[src/rf_link_defines.svh]
// timing and framing constants shared by both ends of the radio link
// assumes a single 100 MHz ref_clk on both ends
`ifndef RF_LINK_DEFINES_SVH
`define RF_LINK_DEFINES_SVH

`define CLK_MHZ       100
`define CLK_HZ        100000000
// start-up uncertainty after enable, in microseconds
`define STARTUP_US    1000
`define STARTUP_CYC   (`STARTUP_US * `CLK_MHZ)
// carrier settle time before framing is trusted, in microseconds
`define SETTLE_US     500
`define SETTLE_CYC    (`SETTLE_US * `CLK_MHZ)
`define BAUD_DEFAULT  19200
`define OVERSAMPLE    16
`define DATA_BITS     8
`define FIFO_DEPTH    8
`define MID_SAMPLE    4'h7
`define LAST_SAMPLE   4'hf
`define LAST_BIT      3'h7

`endif

[src/rf_link_pkg.sv]
// types shared by the host end and the testbench
// assumes rf_link_defines.svh for the numeric constants
package rf_link_pkg;

  typedef logic [7:0] byte_type;

  // gray coded along idle, start, data, stop, hold
  typedef enum logic [2:0] {
    FRAME_IDLE  = 3'h0,
    FRAME_START = 3'h1,
    FRAME_DATA  = 3'h3,
    FRAME_STOP  = 3'h2,
    FRAME_HOLD  = 3'h6
  } frame_state_type;

endpackage

[src/rf_link_if.sv]
// pins between the radio receiver module and the host logic
// assumes both ends share ref_clk; the testbench joins the modports
interface rf_link_if;

  logic rxEnable;
  logic carrierDetect;
  logic dataOut;

  modport receiver
  (
    input  rxEnable,
    output carrierDetect,
    output dataOut
  );

  modport host
  (
    output rxEnable,
    input  carrierDetect,
    input  dataOut
  );

endinterface

[src/serial_host_end.sv]
// host end: carrier gated asynchronous receiver with byte buffer
// assumes the link pins come from another chip, sampled on ref_clk
// Contract
// - data line idles low without carrier
// - host inverts data line before framing
// - frame is start, eight data, stop
// - accept only after firm carrier detect
// - drop characters framed during carrier settling
// - begin at first start after settling
// - sender leads with two character periods carrier
// - every byte value passes without coding
// - discard byte without valid carrier detect
// - rising edge every 10 ms, high 50 us
// - nominal rate 2400 to 19200 baud
// - squelch above signal forces both low
// - host watches carrier and data together
// - filter line, not bare start edge
// - carrier detect high above squelch threshold
// - enable high runs module, low stops
// - ignore outputs 1 ms after enable
// - first good bit within 500 us
`include "rf_link_defines.svh"

module rx_fifo
#(
  parameter int unsigned WIDTH = `DATA_BITS,
  parameter int unsigned DEPTH = `FIFO_DEPTH
)
(
  // clock and reset
  input  wire logic             ref_clk,
  input  wire logic             rstn,
  // filling side
  input  wire logic             inValid,
  output logic                  inReady,
  input  wire logic [WIDTH-1:0] inData,
  // draining side
  output logic                  outValid,
  input  wire logic             outReady,
  output logic [WIDTH-1:0]      outData
);

  localparam int unsigned AW = $clog2(DEPTH);

  logic [WIDTH-1:0] mem [DEPTH];
  logic [AW-1:0]    wrPtr_q;
  logic [AW-1:0]    rdPtr_q;
  logic [AW:0]      count_q;
  logic             push;
  logic             pop;

  assign inReady  = (count_q != (AW+1)'(DEPTH));
  assign outValid = (count_q != '0);
  assign outData  = mem[rdPtr_q];
  assign push     = inValid && inReady;
  assign pop      = outValid && outReady;

  always_ff @(posedge ref_clk)
  begin
    if (push)
      mem[wrPtr_q] <= inData;
  end

  always_ff @(posedge ref_clk or negedge rstn)
  begin
    if (!rstn)
    begin
      wrPtr_q <= '0;
      rdPtr_q <= '0;
      count_q <= '0;
    end
    else
    begin
      if (push)
        wrPtr_q <= (wrPtr_q == AW'(DEPTH - 1)) ? '0 : wrPtr_q + AW'(1);
      if (pop)
        rdPtr_q <= (rdPtr_q == AW'(DEPTH - 1)) ? '0 : rdPtr_q + AW'(1);
      if (push && !pop)
        count_q <= count_q + (AW+1)'(1);
      else if (pop && !push)
        count_q <= count_q - (AW+1)'(1);
    end
  end

endmodule

module serial_host_end
#(
  parameter int unsigned CLK_HZ         = `CLK_HZ,
  parameter int unsigned BAUD           = `BAUD_DEFAULT,
  parameter int unsigned STARTUP_CYCLES = `STARTUP_CYC,
  parameter int unsigned SETTLE_CYCLES  = `SETTLE_CYC,
  parameter int unsigned FIFO_DEPTH     = `FIFO_DEPTH
)
(
  // clock and reset
  input  wire logic ref_clk,
  input  wire logic rstn,
  // link towards the receiver module
  rf_link_if.host   link,
  // control and status
  input  wire logic hostEnable,
  output logic      carrierOk,
  output logic      dropPulse,
  // received bytes
  output logic      rxValid,
  input  wire logic rxReady,
  output rf_link_pkg::byte_type rxData
);

  localparam int unsigned DIV = CLK_HZ / (BAUD * `OVERSAMPLE);
  localparam int unsigned DW  = $clog2(DIV + 1);
  localparam int unsigned BW  = $clog2(STARTUP_CYCLES + 1);
  localparam int unsigned SW  = $clog2(SETTLE_CYCLES + 1);

  rf_link_pkg::frame_state_type state_q;
  rf_link_pkg::byte_type        shift_q;
  rf_link_pkg::byte_type        rxData_q;
  rf_link_pkg::byte_type        fifoData;
  logic [1:0]    pinS1_q;
  logic [1:0]    pinS2_q;
  logic [1:0]    pinS3_q;
  logic [1:0]    pinLvl_q;
  logic          rxEnable_q;
  logic [BW-1:0] blankCnt_q;
  logic [SW-1:0] settleCnt_q;
  logic [DW-1:0] tickCnt_q;
  logic [3:0]    sub_q;
  logic [2:0]    bitIdx_q;
  logic          startOk_q;
  logic          carrierOk_q;
  logic          dropPulse_q;
  logic          rxValid_q;
  logic          serial;
  logic          cdLevel;
  logic          blanked;
  logic          cdOk;
  logic          tick;
  logic          fifoInReady;
  logic          fifoOutValid;
  logic          fifoOutReady;

  always_ff @(posedge ref_clk or negedge rstn)
  begin
    if (!rstn)
      rxEnable_q <= 1'b0;
    else
      rxEnable_q <= hostEnable;
  end

  always_ff @(posedge ref_clk or negedge rstn)
  begin
    if (!rstn)
    begin
      pinS1_q  <= 2'h0;
      pinS2_q  <= 2'h0;
      pinS3_q  <= 2'h0;
      pinLvl_q <= 2'h0;
    end
    else
    begin
      pinS1_q  <= {link.carrierDetect, link.dataOut};
      pinS2_q  <= pinS1_q;
      pinS3_q  <= pinS2_q;
      pinLvl_q <= ((pinS2_q ~^ pinS3_q) & pinS3_q)
                | ((pinS2_q ^ pinS3_q) & pinLvl_q);
    end
  end

  assign cdLevel = pinLvl_q[1];
  assign serial  = ~pinLvl_q[0];

  assign blanked = (blankCnt_q != BW'(STARTUP_CYCLES));
  always_ff @(posedge ref_clk or negedge rstn)
  begin
    if (!rstn)
      blankCnt_q <= '0;
    else if (!rxEnable_q)
      blankCnt_q <= '0;
    else if (blanked)
      blankCnt_q <= blankCnt_q + BW'(1);
  end

  assign cdOk = (settleCnt_q == SW'(SETTLE_CYCLES));
  always_ff @(posedge ref_clk or negedge rstn)
  begin
    if (!rstn)
      settleCnt_q <= '0;
    else if (!rxEnable_q || blanked || !cdLevel)
      settleCnt_q <= '0;
    else if (!cdOk)
      settleCnt_q <= settleCnt_q + SW'(1);
  end

  assign tick = (tickCnt_q == DW'(DIV - 1));
  always_ff @(posedge ref_clk or negedge rstn)
  begin
    if (!rstn)
      tickCnt_q <= '0;
    else if (tick)
      tickCnt_q <= '0;
    else
      tickCnt_q <= tickCnt_q + DW'(1);
  end

  always_ff @(posedge ref_clk or negedge rstn)
  begin
    if (!rstn)
    begin
      state_q   <= rf_link_pkg::FRAME_IDLE;
      sub_q     <= 4'h0;
      bitIdx_q  <= 3'h0;
      shift_q   <= 8'h00;
      startOk_q <= 1'b0;
      dropPulse_q <= 1'b0;
    end
    else
    begin
      dropPulse_q <= 1'b0;
      case (state_q)
        rf_link_pkg::FRAME_IDLE:
          if (tick && !serial)
          begin
            state_q <= rf_link_pkg::FRAME_START;
            sub_q   <= 4'h0;
          end
        rf_link_pkg::FRAME_START:
          if (tick)
          begin
            if (sub_q == `MID_SAMPLE)
            begin
              state_q  <= serial ? rf_link_pkg::FRAME_IDLE
                                 : rf_link_pkg::FRAME_DATA;
              sub_q    <= 4'h0;
              bitIdx_q <= 3'h0;
              startOk_q <= cdOk;
            end
            else
              sub_q <= sub_q + 4'h1;
          end
        rf_link_pkg::FRAME_DATA:
          if (tick)
          begin
            sub_q <= sub_q + 4'h1;
            if (sub_q == `LAST_SAMPLE)
            begin
              shift_q  <= {serial, shift_q[7:1]};
              bitIdx_q <= bitIdx_q + 3'h1;
              if (bitIdx_q == `LAST_BIT)
                state_q <= rf_link_pkg::FRAME_STOP;
            end
          end
        rf_link_pkg::FRAME_STOP:
          if (tick)
          begin
            sub_q <= sub_q + 4'h1;
            if (sub_q == `LAST_SAMPLE)
            begin
              if (serial && startOk_q && cdOk)
                state_q <= rf_link_pkg::FRAME_HOLD;
              else
              begin
                state_q     <= rf_link_pkg::FRAME_IDLE;
                dropPulse_q <= 1'b1;
              end
            end
          end
        rf_link_pkg::FRAME_HOLD:
          // back-pressure: a full buffer stalls the framer here
          if (fifoInReady)
            state_q <= rf_link_pkg::FRAME_IDLE;
        default:
          state_q <= rf_link_pkg::FRAME_IDLE;
      endcase
    end
  end

  rx_fifo
  #(
    .WIDTH (`DATA_BITS),
    .DEPTH (FIFO_DEPTH)
  )
  u_rx_fifo
  (
    .ref_clk  (ref_clk),
    .rstn     (rstn),
    .inValid  (state_q == rf_link_pkg::FRAME_HOLD),
    .inReady  (fifoInReady),
    .inData   (shift_q),
    .outValid (fifoOutValid),
    .outReady (fifoOutReady),
    .outData  (fifoData)
  );

  // output register keeps rxData and rxValid straight from flops
  assign fifoOutReady = !rxValid_q || rxReady;
  always_ff @(posedge ref_clk or negedge rstn)
  begin
    if (!rstn)
    begin
      rxValid_q   <= 1'b0;
      rxData_q    <= 8'h00;
      carrierOk_q <= 1'b0;
    end
    else
    begin
      carrierOk_q <= cdOk;
      if (fifoOutValid && fifoOutReady)
      begin
        rxValid_q <= 1'b1;
        rxData_q  <= fifoData;
      end
      else if (rxReady)
        rxValid_q <= 1'b0;
    end
  end

  assign link.rxEnable = rxEnable_q;
  assign carrierOk     = carrierOk_q;
  assign dropPulse     = dropPulse_q;
  assign rxValid       = rxValid_q;
  assign rxData        = rxData_q;

endmodule

[src/flat_wrapper.sv]
// flat-port wrapper written by rule: the top's interface ports become plain ports
module serial_host_end_flat 
#(
  parameter int unsigned CLK_HZ         = `CLK_HZ,
  parameter int unsigned BAUD           = `BAUD_DEFAULT,
  parameter int unsigned STARTUP_CYCLES = `STARTUP_CYC,
  parameter int unsigned SETTLE_CYCLES  = `SETTLE_CYC,
  parameter int unsigned FIFO_DEPTH     = `FIFO_DEPTH
)
  (ref_clk, rstn, hostEnable, carrierOk, dropPulse, rxValid, rxReady, rxData, link_rxEnable, link_carrierDetect, link_dataOut);
  rf_link_if link_i ();
  input  wire logic ref_clk;
  input  wire logic rstn;
  input  wire logic hostEnable;
  output logic carrierOk;
  output logic dropPulse;
  output logic rxValid;
  input  wire logic rxReady;
  output rf_link_pkg::byte_type rxData;
  output wire logic [$bits(link_i.rxEnable)-1:0] link_rxEnable;
  input wire logic [$bits(link_i.carrierDetect)-1:0] link_carrierDetect;
  input wire logic [$bits(link_i.dataOut)-1:0] link_dataOut;
  assign link_rxEnable = link_i.rxEnable;
  assign link_i.carrierDetect = link_carrierDetect;
  assign link_i.dataOut = link_dataOut;
  serial_host_end #(.CLK_HZ(CLK_HZ), .BAUD(BAUD), .STARTUP_CYCLES(STARTUP_CYCLES), .SETTLE_CYCLES(SETTLE_CYCLES), .FIFO_DEPTH(FIFO_DEPTH)) u_core (.ref_clk(ref_clk), .rstn(rstn), .link(link_i), .hostEnable(hostEnable), .carrierOk(carrierOk), .dropPulse(dropPulse), .rxValid(rxValid), .rxReady(rxReady), .rxData(rxData));
endmodule
[config.mk]
export PLATFORM = sky130hd
export DESIGN_NAME = serial_host_end_flat
export DESIGN_NICKNAME = d
export VERILOG_FILES = /design/src/rf_link_pkg.sv /design/src/rf_link_if.sv /design/src/serial_host_end.sv /design/src/flat_wrapper.sv
export VERILOG_INCLUDE_DIRS = /design/src
export SDC_FILE = /design/constraint.sdc
export NUM_CORES = 1
export LEC_CHECK = 0
export BUFFER_PORTS_ARGS = -buffer_cell sky130_fd_sc_hd__buf_4
export CAP_MARGIN = 20
export CORE_MARGIN = 8
export CORE_UTILIZATION = 65
export DETAILED_ROUTE_END_ITERATION = 8
export PLACE_DENSITY = 0.83
export SLEW_MARGIN = 20
export SYNTH_ARGS = -nofsm -noshare
export SYNTH_HDL_FRONTEND = slang
export SYNTH_SLANG_ARGS = --single-unit
[constraint.sdc]
create_clock -name ref_clk -period 4.91 [get_ports ref_clk]
set_input_delay 0.982 -clock ref_clk [delete_from_list [all_inputs] [get_ports ref_clk]]
set_output_delay 0.982 -clock ref_clk [all_outputs]
set_load 0.05 [all_outputs]
==> run metrics, run 1 <==
power per cell area approximately 390 mW/mm^2; Port Buffers 17; number of distinct library cells after synthesis 50; Slew headroom 32.1%; Worst Hold Class flip-flop to flip-flop; core footprint 0.0102 sq mm; GPL Wtd Cong between 0.8 and 0.9; Yosys warnings 0; vias in the first global route roughly 4,200; crit-path max cell delay 510 ps; cells after synthesis roughly 520; vias per cell ~6; worst r2r path cells 10; Peak VDD IR ~0.34 mV; via count a little over 4,000; crit end category flip-flop; CP Data Required Time 5360 ps; EDFF count, synth 64; final setup fails 0; Die Area 0.0139 sq mm; post-route minimum period roughly 2800 ps; Num CTS Buffers 17; Startpoint Class flip-flop; Bufs on Longest Clock Path 2; Lkg Pwr about 2.8 nW; setup tns final 0 ps; Final Cycle Share 57.8%; Antenna Nets Post-Route 0; largest net degree at the start of global routing between 60 and 70; Area growth syn-to-layout 12.3%; first-pass GRT wire length roughly 21,000 um; sequential area share after synthesis approximately three fifths; initial cell density of the core between 60% and 70%; WHS Path Cells 0; postcts setup bufs 0; CP max stage cell nor4b_1; Async SR Flop Fraction a little under 60%; clock root buffer clkbuf_8; Syn Nets 543; reg2reg end u_core.u_rx_fifo.count_q[3]; area leader, netlist dfrtp_1; fin cells roughly 690; WL/cell between 15 and 20 um; max-slew violations 0; H-tree depth 4; Die Ht ~120 um; Critical Path Source u_core.u_rx_fifo.count_q[0]; top-count cell post-synth dfrtp_1; DRT iter0 DRCs 370; drt drc 0; Congestion Overflow GR 0; Pre-antenna DRT Iters 4; f_max around 0.35 GHz; Reg2Reg Setup Slack between 2000 and 2500 ps; RSZ-0062 raised after global routing no; critical path class flip-flop to flip-flop; Slew @ Worst Pin 1010 ps; # IOs 18; post-synth top area share about a third; Worst Path Max Fanout 9; Final HPWL DP 7770 um; TritonCTS clock tree built; antenna cell count 0; clock-pin transition on the worst setup and hold timing paths 60 ps; # clock sinks between 150 and 200; final clock skew 13.5 ps; initial antenna violation count 0; post-synthesis cell area approximately 0.0068 sq mm; FP Rows 37; max_cap viols 0; worst endpoint data arrival time around 3300 ps; DP Cell Count roughly 660; critical path cell sequence nor4b_1, or2_2, inv_1, ha_1, inv_1, ha_1, a21o_1, a21oi_1, mux2i_1, xnor2_1; Critical path destination u_core.u_rx_fifo.count_q[3]; syn avg cell area 13.1 sq um; Post-synth top cells dfrtp_1, edfxtp_1, nor2_1; gr usage total approximately a fifth; Main synth FF type dfrtp_1; CTS resizes 0; Worst R2R Start u_core.u_rx_fifo.count_q[0]; FF+latch count, synth approximately 160; Final #Nets roughly 570; hold bufs inserted after CTS 0; total wire length 12,400 um; layout cells sized above 1 around 16%; status finished, final reports clean; final hold vios 0; Clk Latency, worst-skew pair ~540 ps; Area contributors post-synth dfrtp_1, edfxtp_1, mux4_2, xnor2_1, ha_1; Horiz. Die Dim roughly 120 um
metal layers:
metal  track usage [%]  wire length [um]  up-vias
met4              9.77               339        0
met1              23.8              5250     2037
met2              30.2              6090      128
li1                  -                 -     1929
met5                 0                 0        -
met3              5.42               748       33
worst min path at each step:
| stage | slack [ps] | endpoint | from |
|---|---|---|---|
| 2_1_floorplan | 330 | u_core.pinS2_q[0] | u_core.pinS1_q[0] |
| 3_3_place_gp | 330 | u_core.pinS2_q[1] | u_core.pinS1_q[1] |
| 3_5_place_dp | 340 | u_core.pinS2_q[1] | u_core.pinS1_q[1] |
| 4_1_cts | 360 | u_core.pinS2_q[1] | u_core.pinS1_q[1] |
| 5_1_grt | 360 | u_core.pinS2_q[1] | u_core.pinS1_q[1] |
| 6_report | 350 | u_core.pinS2_q[1] | u_core.pinS1_q[1] |
state kept, by name, summed over array words and instances (netlist names), 2 cells and up:
name	cells
u_core.u_rx_fifo.wrPtr_q	3
u_core.u_rx_fifo.mem	64
u_core.u_rx_fifo.count_q	4
u_core.pinS1_q	2
u_core.pinS3_q	2
u_core.u_rx_fifo.rdPtr_q	3
u_core.bitIdx_q	3
u_core.state_q	3
u_core.tickCnt_q	9
u_core.sub_q	4
u_core.blankCnt_q	17
u_core.settleCnt_q	16
u_core.rxData	8
u_core.shift_q	8
u_core.pinLvl_q	2
u_core.pinS2_q	2
power by group:
part	switching (mW)	internal [mW]	total [mW]	leakage, nW
clock	0.516	0.741	1.26	0.281
sequential	0.128	1.38	1.51	1.61
combinational	0.0925	0.145	0.238	0.928
through the flow:
stage	util, %	total power, mW	setup slack [ps]	cell area, sq um	hold WS, ps
6_report	74.3	3.00	2070	7600	351
5_1_grt	74.3	3.12	1770	7600	360
4_1_cts	74.3	3.03	2070	7600	357
3_5_place_dp	68.7	1.77	2080	7020	343
3_3_place_gp	68.7	1.75	2230	7020	333
2_1_floorplan	-	1.70	2130	6770	331
layout by cell type, fill, tap and decap left out, types with 18 or more instances in the layout:
master / instances
a21oi_1: 21
buf_4: 23
dfrtp_1: 90
edfxtp_1: 64
ha_1: 18
inv_1: 20
nand2_1: 24
nand3_1: 18
nor2_1: 55
xnor2_1: 26
worst max-delay path, delay by kind of cell (launching register included):
kind | cells | cell delay [ps]
compound gates | 2 | 350
fa+ha+maj | 2 | 480
buf+inv | 2 | 250
xor+xnor | 1 | 140
mux | 1 | 250
flops | 1 | 460
simple gates | 2 | 810
area by class of cell:
cell class | count | area, sq um
flip-flops and latches | 155 | 4200
fillers | 618 | 2630
multi-input cells | 322 | 2410
clock buffers | 19 | 432
repair buffers | 23 | 173
well taps | 136 | 170
clock inverters | 13 | 143
inverters | 21 | 78.8
kinds of logic after synthesis:
family	synth area share, %
AO/OA/AOI/OAI	4.34
XOR/XNOR	4.53
adder cells (fa/ha/maj)	3.62
buffers and inverters	2.53
flip-flops	62.0
multiplexers	9.18
AND/OR/NAND/NOR	13.8
(Power assumes the default switching activity.)
==> run 2, diff against run 1 <==
--- a/config.mk
+++ b/config.mk
@@ -9,9 +9,9 @@
 export BUFFER_PORTS_ARGS = -buffer_cell sky130_fd_sc_hd__buf_4
 export CAP_MARGIN = 20
 export CORE_MARGIN = 8
-export CORE_UTILIZATION = 65
+export CORE_UTILIZATION = 62
 export DETAILED_ROUTE_END_ITERATION = 8
-export PLACE_DENSITY = 0.83
+export PLACE_DENSITY = 0.79
 export SLEW_MARGIN = 20
 export SYNTH_ARGS = -nofsm -noshare
 export SYNTH_HDL_FRONTEND = slang
==> constraint.sdc (replaced) <==
create_clock -name ref_clk -period 2.89 [get_ports ref_clk]
set_input_delay 0.578 -clock ref_clk [delete_from_list [all_inputs] [get_ports ref_clk]]
set_output_delay 0.578 -clock ref_clk [all_outputs]
set_load 0.05 [all_outputs]
==> run metrics, run 2 (same netlist as run 1, synthesis figures left out) <==
antenna cell count 0 (unchanged); Worst Path Max Fanout 9 (unchanged); drt drc 0 (unchanged); metal3 WL 453 um (-39%); RSZ-0062 raised after global routing no; most frequent cells in the layout dfrtp_1, edfxtp_1, nor2_1; Worst R2R Start u_core.u_rx_fifo.count_q[0]; Slew headroom 47.0% (+15 points); GPL Wtd Cong 0.822 (-0.84%); Reg with most FFs u_core.u_rx_fifo.mem; H-tree depth 4 (unchanged); Slew @ Worst Pin 795 ps (-215 ps); CP Data Required Time 3330 ps (-2030 ps); Reg2Reg Setup Slack 180 ps (-1900 ps); fin util 71.1% (-3.2 points); Power, Total 4.98 mW (+66%); total wire length 12,100 um (-2.4%); final hold vios 0 (unchanged); FP Rows 38 (+2.7%); Port Buffers 17 (unchanged); Final Cycle Share 93.9% (+36 points); power per cell area 652 mW/mm^2 (+65%); gr usage total 18.0% (-1.1 points); Area growth syn-to-layout 12.8%; vias in the first global route 4,143 (-1.1%); # IOs 18 (unchanged); worst endpoint data arrival time 3150 ps (-140 ps); # clock sinks 155 (unchanged); DRT iter0 DRCs 314 (-15%); setup tns final 0 ps (unchanged); via count 4,052 (-1.8%); Critical Path Source u_core.u_rx_fifo.count_q[0]; Bufs on Longest Clock Path 2 (unchanged); max-slew violations 0 (unchanged); first-pass GRT wire length 20,200 um (-3.9%); Critical path destination u_core.u_rx_fifo.count_q[3]; Clk Latency, worst-skew pair 530 ps (about the same); Startpoint Class flip-flop; max FFs per register 64 (unchanged); clock root buffer clkbuf_8; Fillers 715 (+16%); status finished, final reports clean; Final HPWL DP 7890 um (+1.6%); Antenna Nets Post-Route 0 (unchanged); initial antenna violation count 0 (unchanged); vias per cell 5.79 (-3.4%); crit end category flip-flop; final setup fails 0 (unchanged); max_cap viols 0 (unchanged); Die Ht 121 um (+2.1%); TritonCTS clock tree built; initial cell density of the core 63.0% (-3.2 points); most common cell after layout, fill and taps aside dfrtp_1; Metal-1 WL 5190 um (-1.1%); Highest Signal Layer met4; CTS resizes 1 (+1); Die Area 0.0145 sq mm (+4.2%); Congestion Overflow GR 0 (unchanged); dpl cell area 0.00709 sq mm (+1.0%); worst r2r path cells 10 (unchanged); clock-pin transition on the worst setup and hold timing paths 60 ps (about the same); postcts setup bufs 0 (unchanged); final clock skew 6.25 ps (-7.30 ps); Met2 Routed Length 6370 um (+4.7%); hold bufs inserted after CTS 0 (unchanged); core footprint 0.0107 sq mm (+5.0%); critical path class flip-flop to flip-flop; f_max 0.369 GHz (+4.6%); largest net degree at the start of global routing 49 (-26%); Lkg Pwr 2.83 nW (+0.45%); reg2reg end u_core.u_rx_fifo.count_q[3]; Pre-antenna DRT Iters 4 (unchanged); post-route minimum period 2710 ps (-124 ps); Peak VDD IR 0.591 mV (+73%); Final #Nets 572 (+1.2%); Horiz. Die Dim 121 um (+2.1%); Worst Hold Class input port to async pin; layout cells sized above 1 17.1% (+1.2 points); Num CTS Buffers 17 (unchanged); largest registers u_core.u_rx_fifo.mem: 64 flops, u_core.blankCnt_q: 17 flops, u_core.settleCnt_q: 16 flops; Min Hold Slack 52.1 ps (-299 ps); WL/cell 17.3 um (-3.9%); Design Area, Final 0.00764 sq mm (+0.49%)
run 2: how the worst min path moves through the flow:
stage                                  from                          end
after floorplan                        rstn           u_core.bitIdx_q[0]
after global placement    u_core.pinS1_q[0]            u_core.pinS2_q[0]
after detailed placement  u_core.pinS1_q[1]            u_core.pinS2_q[1]
after CTS                              rstn  u_core.u_rx_fifo.rdPtr_q[2]
after global routing                   rstn             u_core.rxData[7]
final                                  rstn  u_core.u_rx_fifo.rdPtr_q[2]
run 2: final cells by class:
| type | instances | area (sq um) | area share (%) |
|---|---|---|---|
| multi-input combinational | 322 | 2410 | 31.5 |
| tap | 140 | 175 | 2.29 |
| sequential | 155 | 4200 | 54.9 |
| timing repair buffer | 30 | 238 | 3.11 |
| clock inverter | 14 | 114 | 1.49 |
| inverter | 21 | 78.8 | 1.03 |
| clock buffer | 18 | 428 | 5.60 |
run 2: worst max-delay path: stages, from the launching register on:
cell and delay, ps:
dfrtp_1 460, nor4b_2 430, or2_2 280, inv_1 100, ha_1 220, inv_1 130
ha_1 250, a21o_1 180, a21oi_1 170, mux2i_1 250, xnor2_1 150
run 2: metrics by stage:
step,instances,setup WS [ps]
floorplan,518,235
global placement,668,197
detailed placement,668,19.8
CTS,700,160
global route,700,24.9
finish,700,177
run 2: metal layers:
metal	global-route usage [%]	vias to the layer above
li1	-	1934
met1	21.9	2028
met2	30.6	79
met3	4.85	11
met4	6.09	0
met5	0	-
run 2: power breakdown:
part | internal (mW) | switching [mW]
logic | 0.264 | 0.235
registers | 2.34 | 0.147
clock network | 1.09 | 0.902
total | 3.70 | 1.28
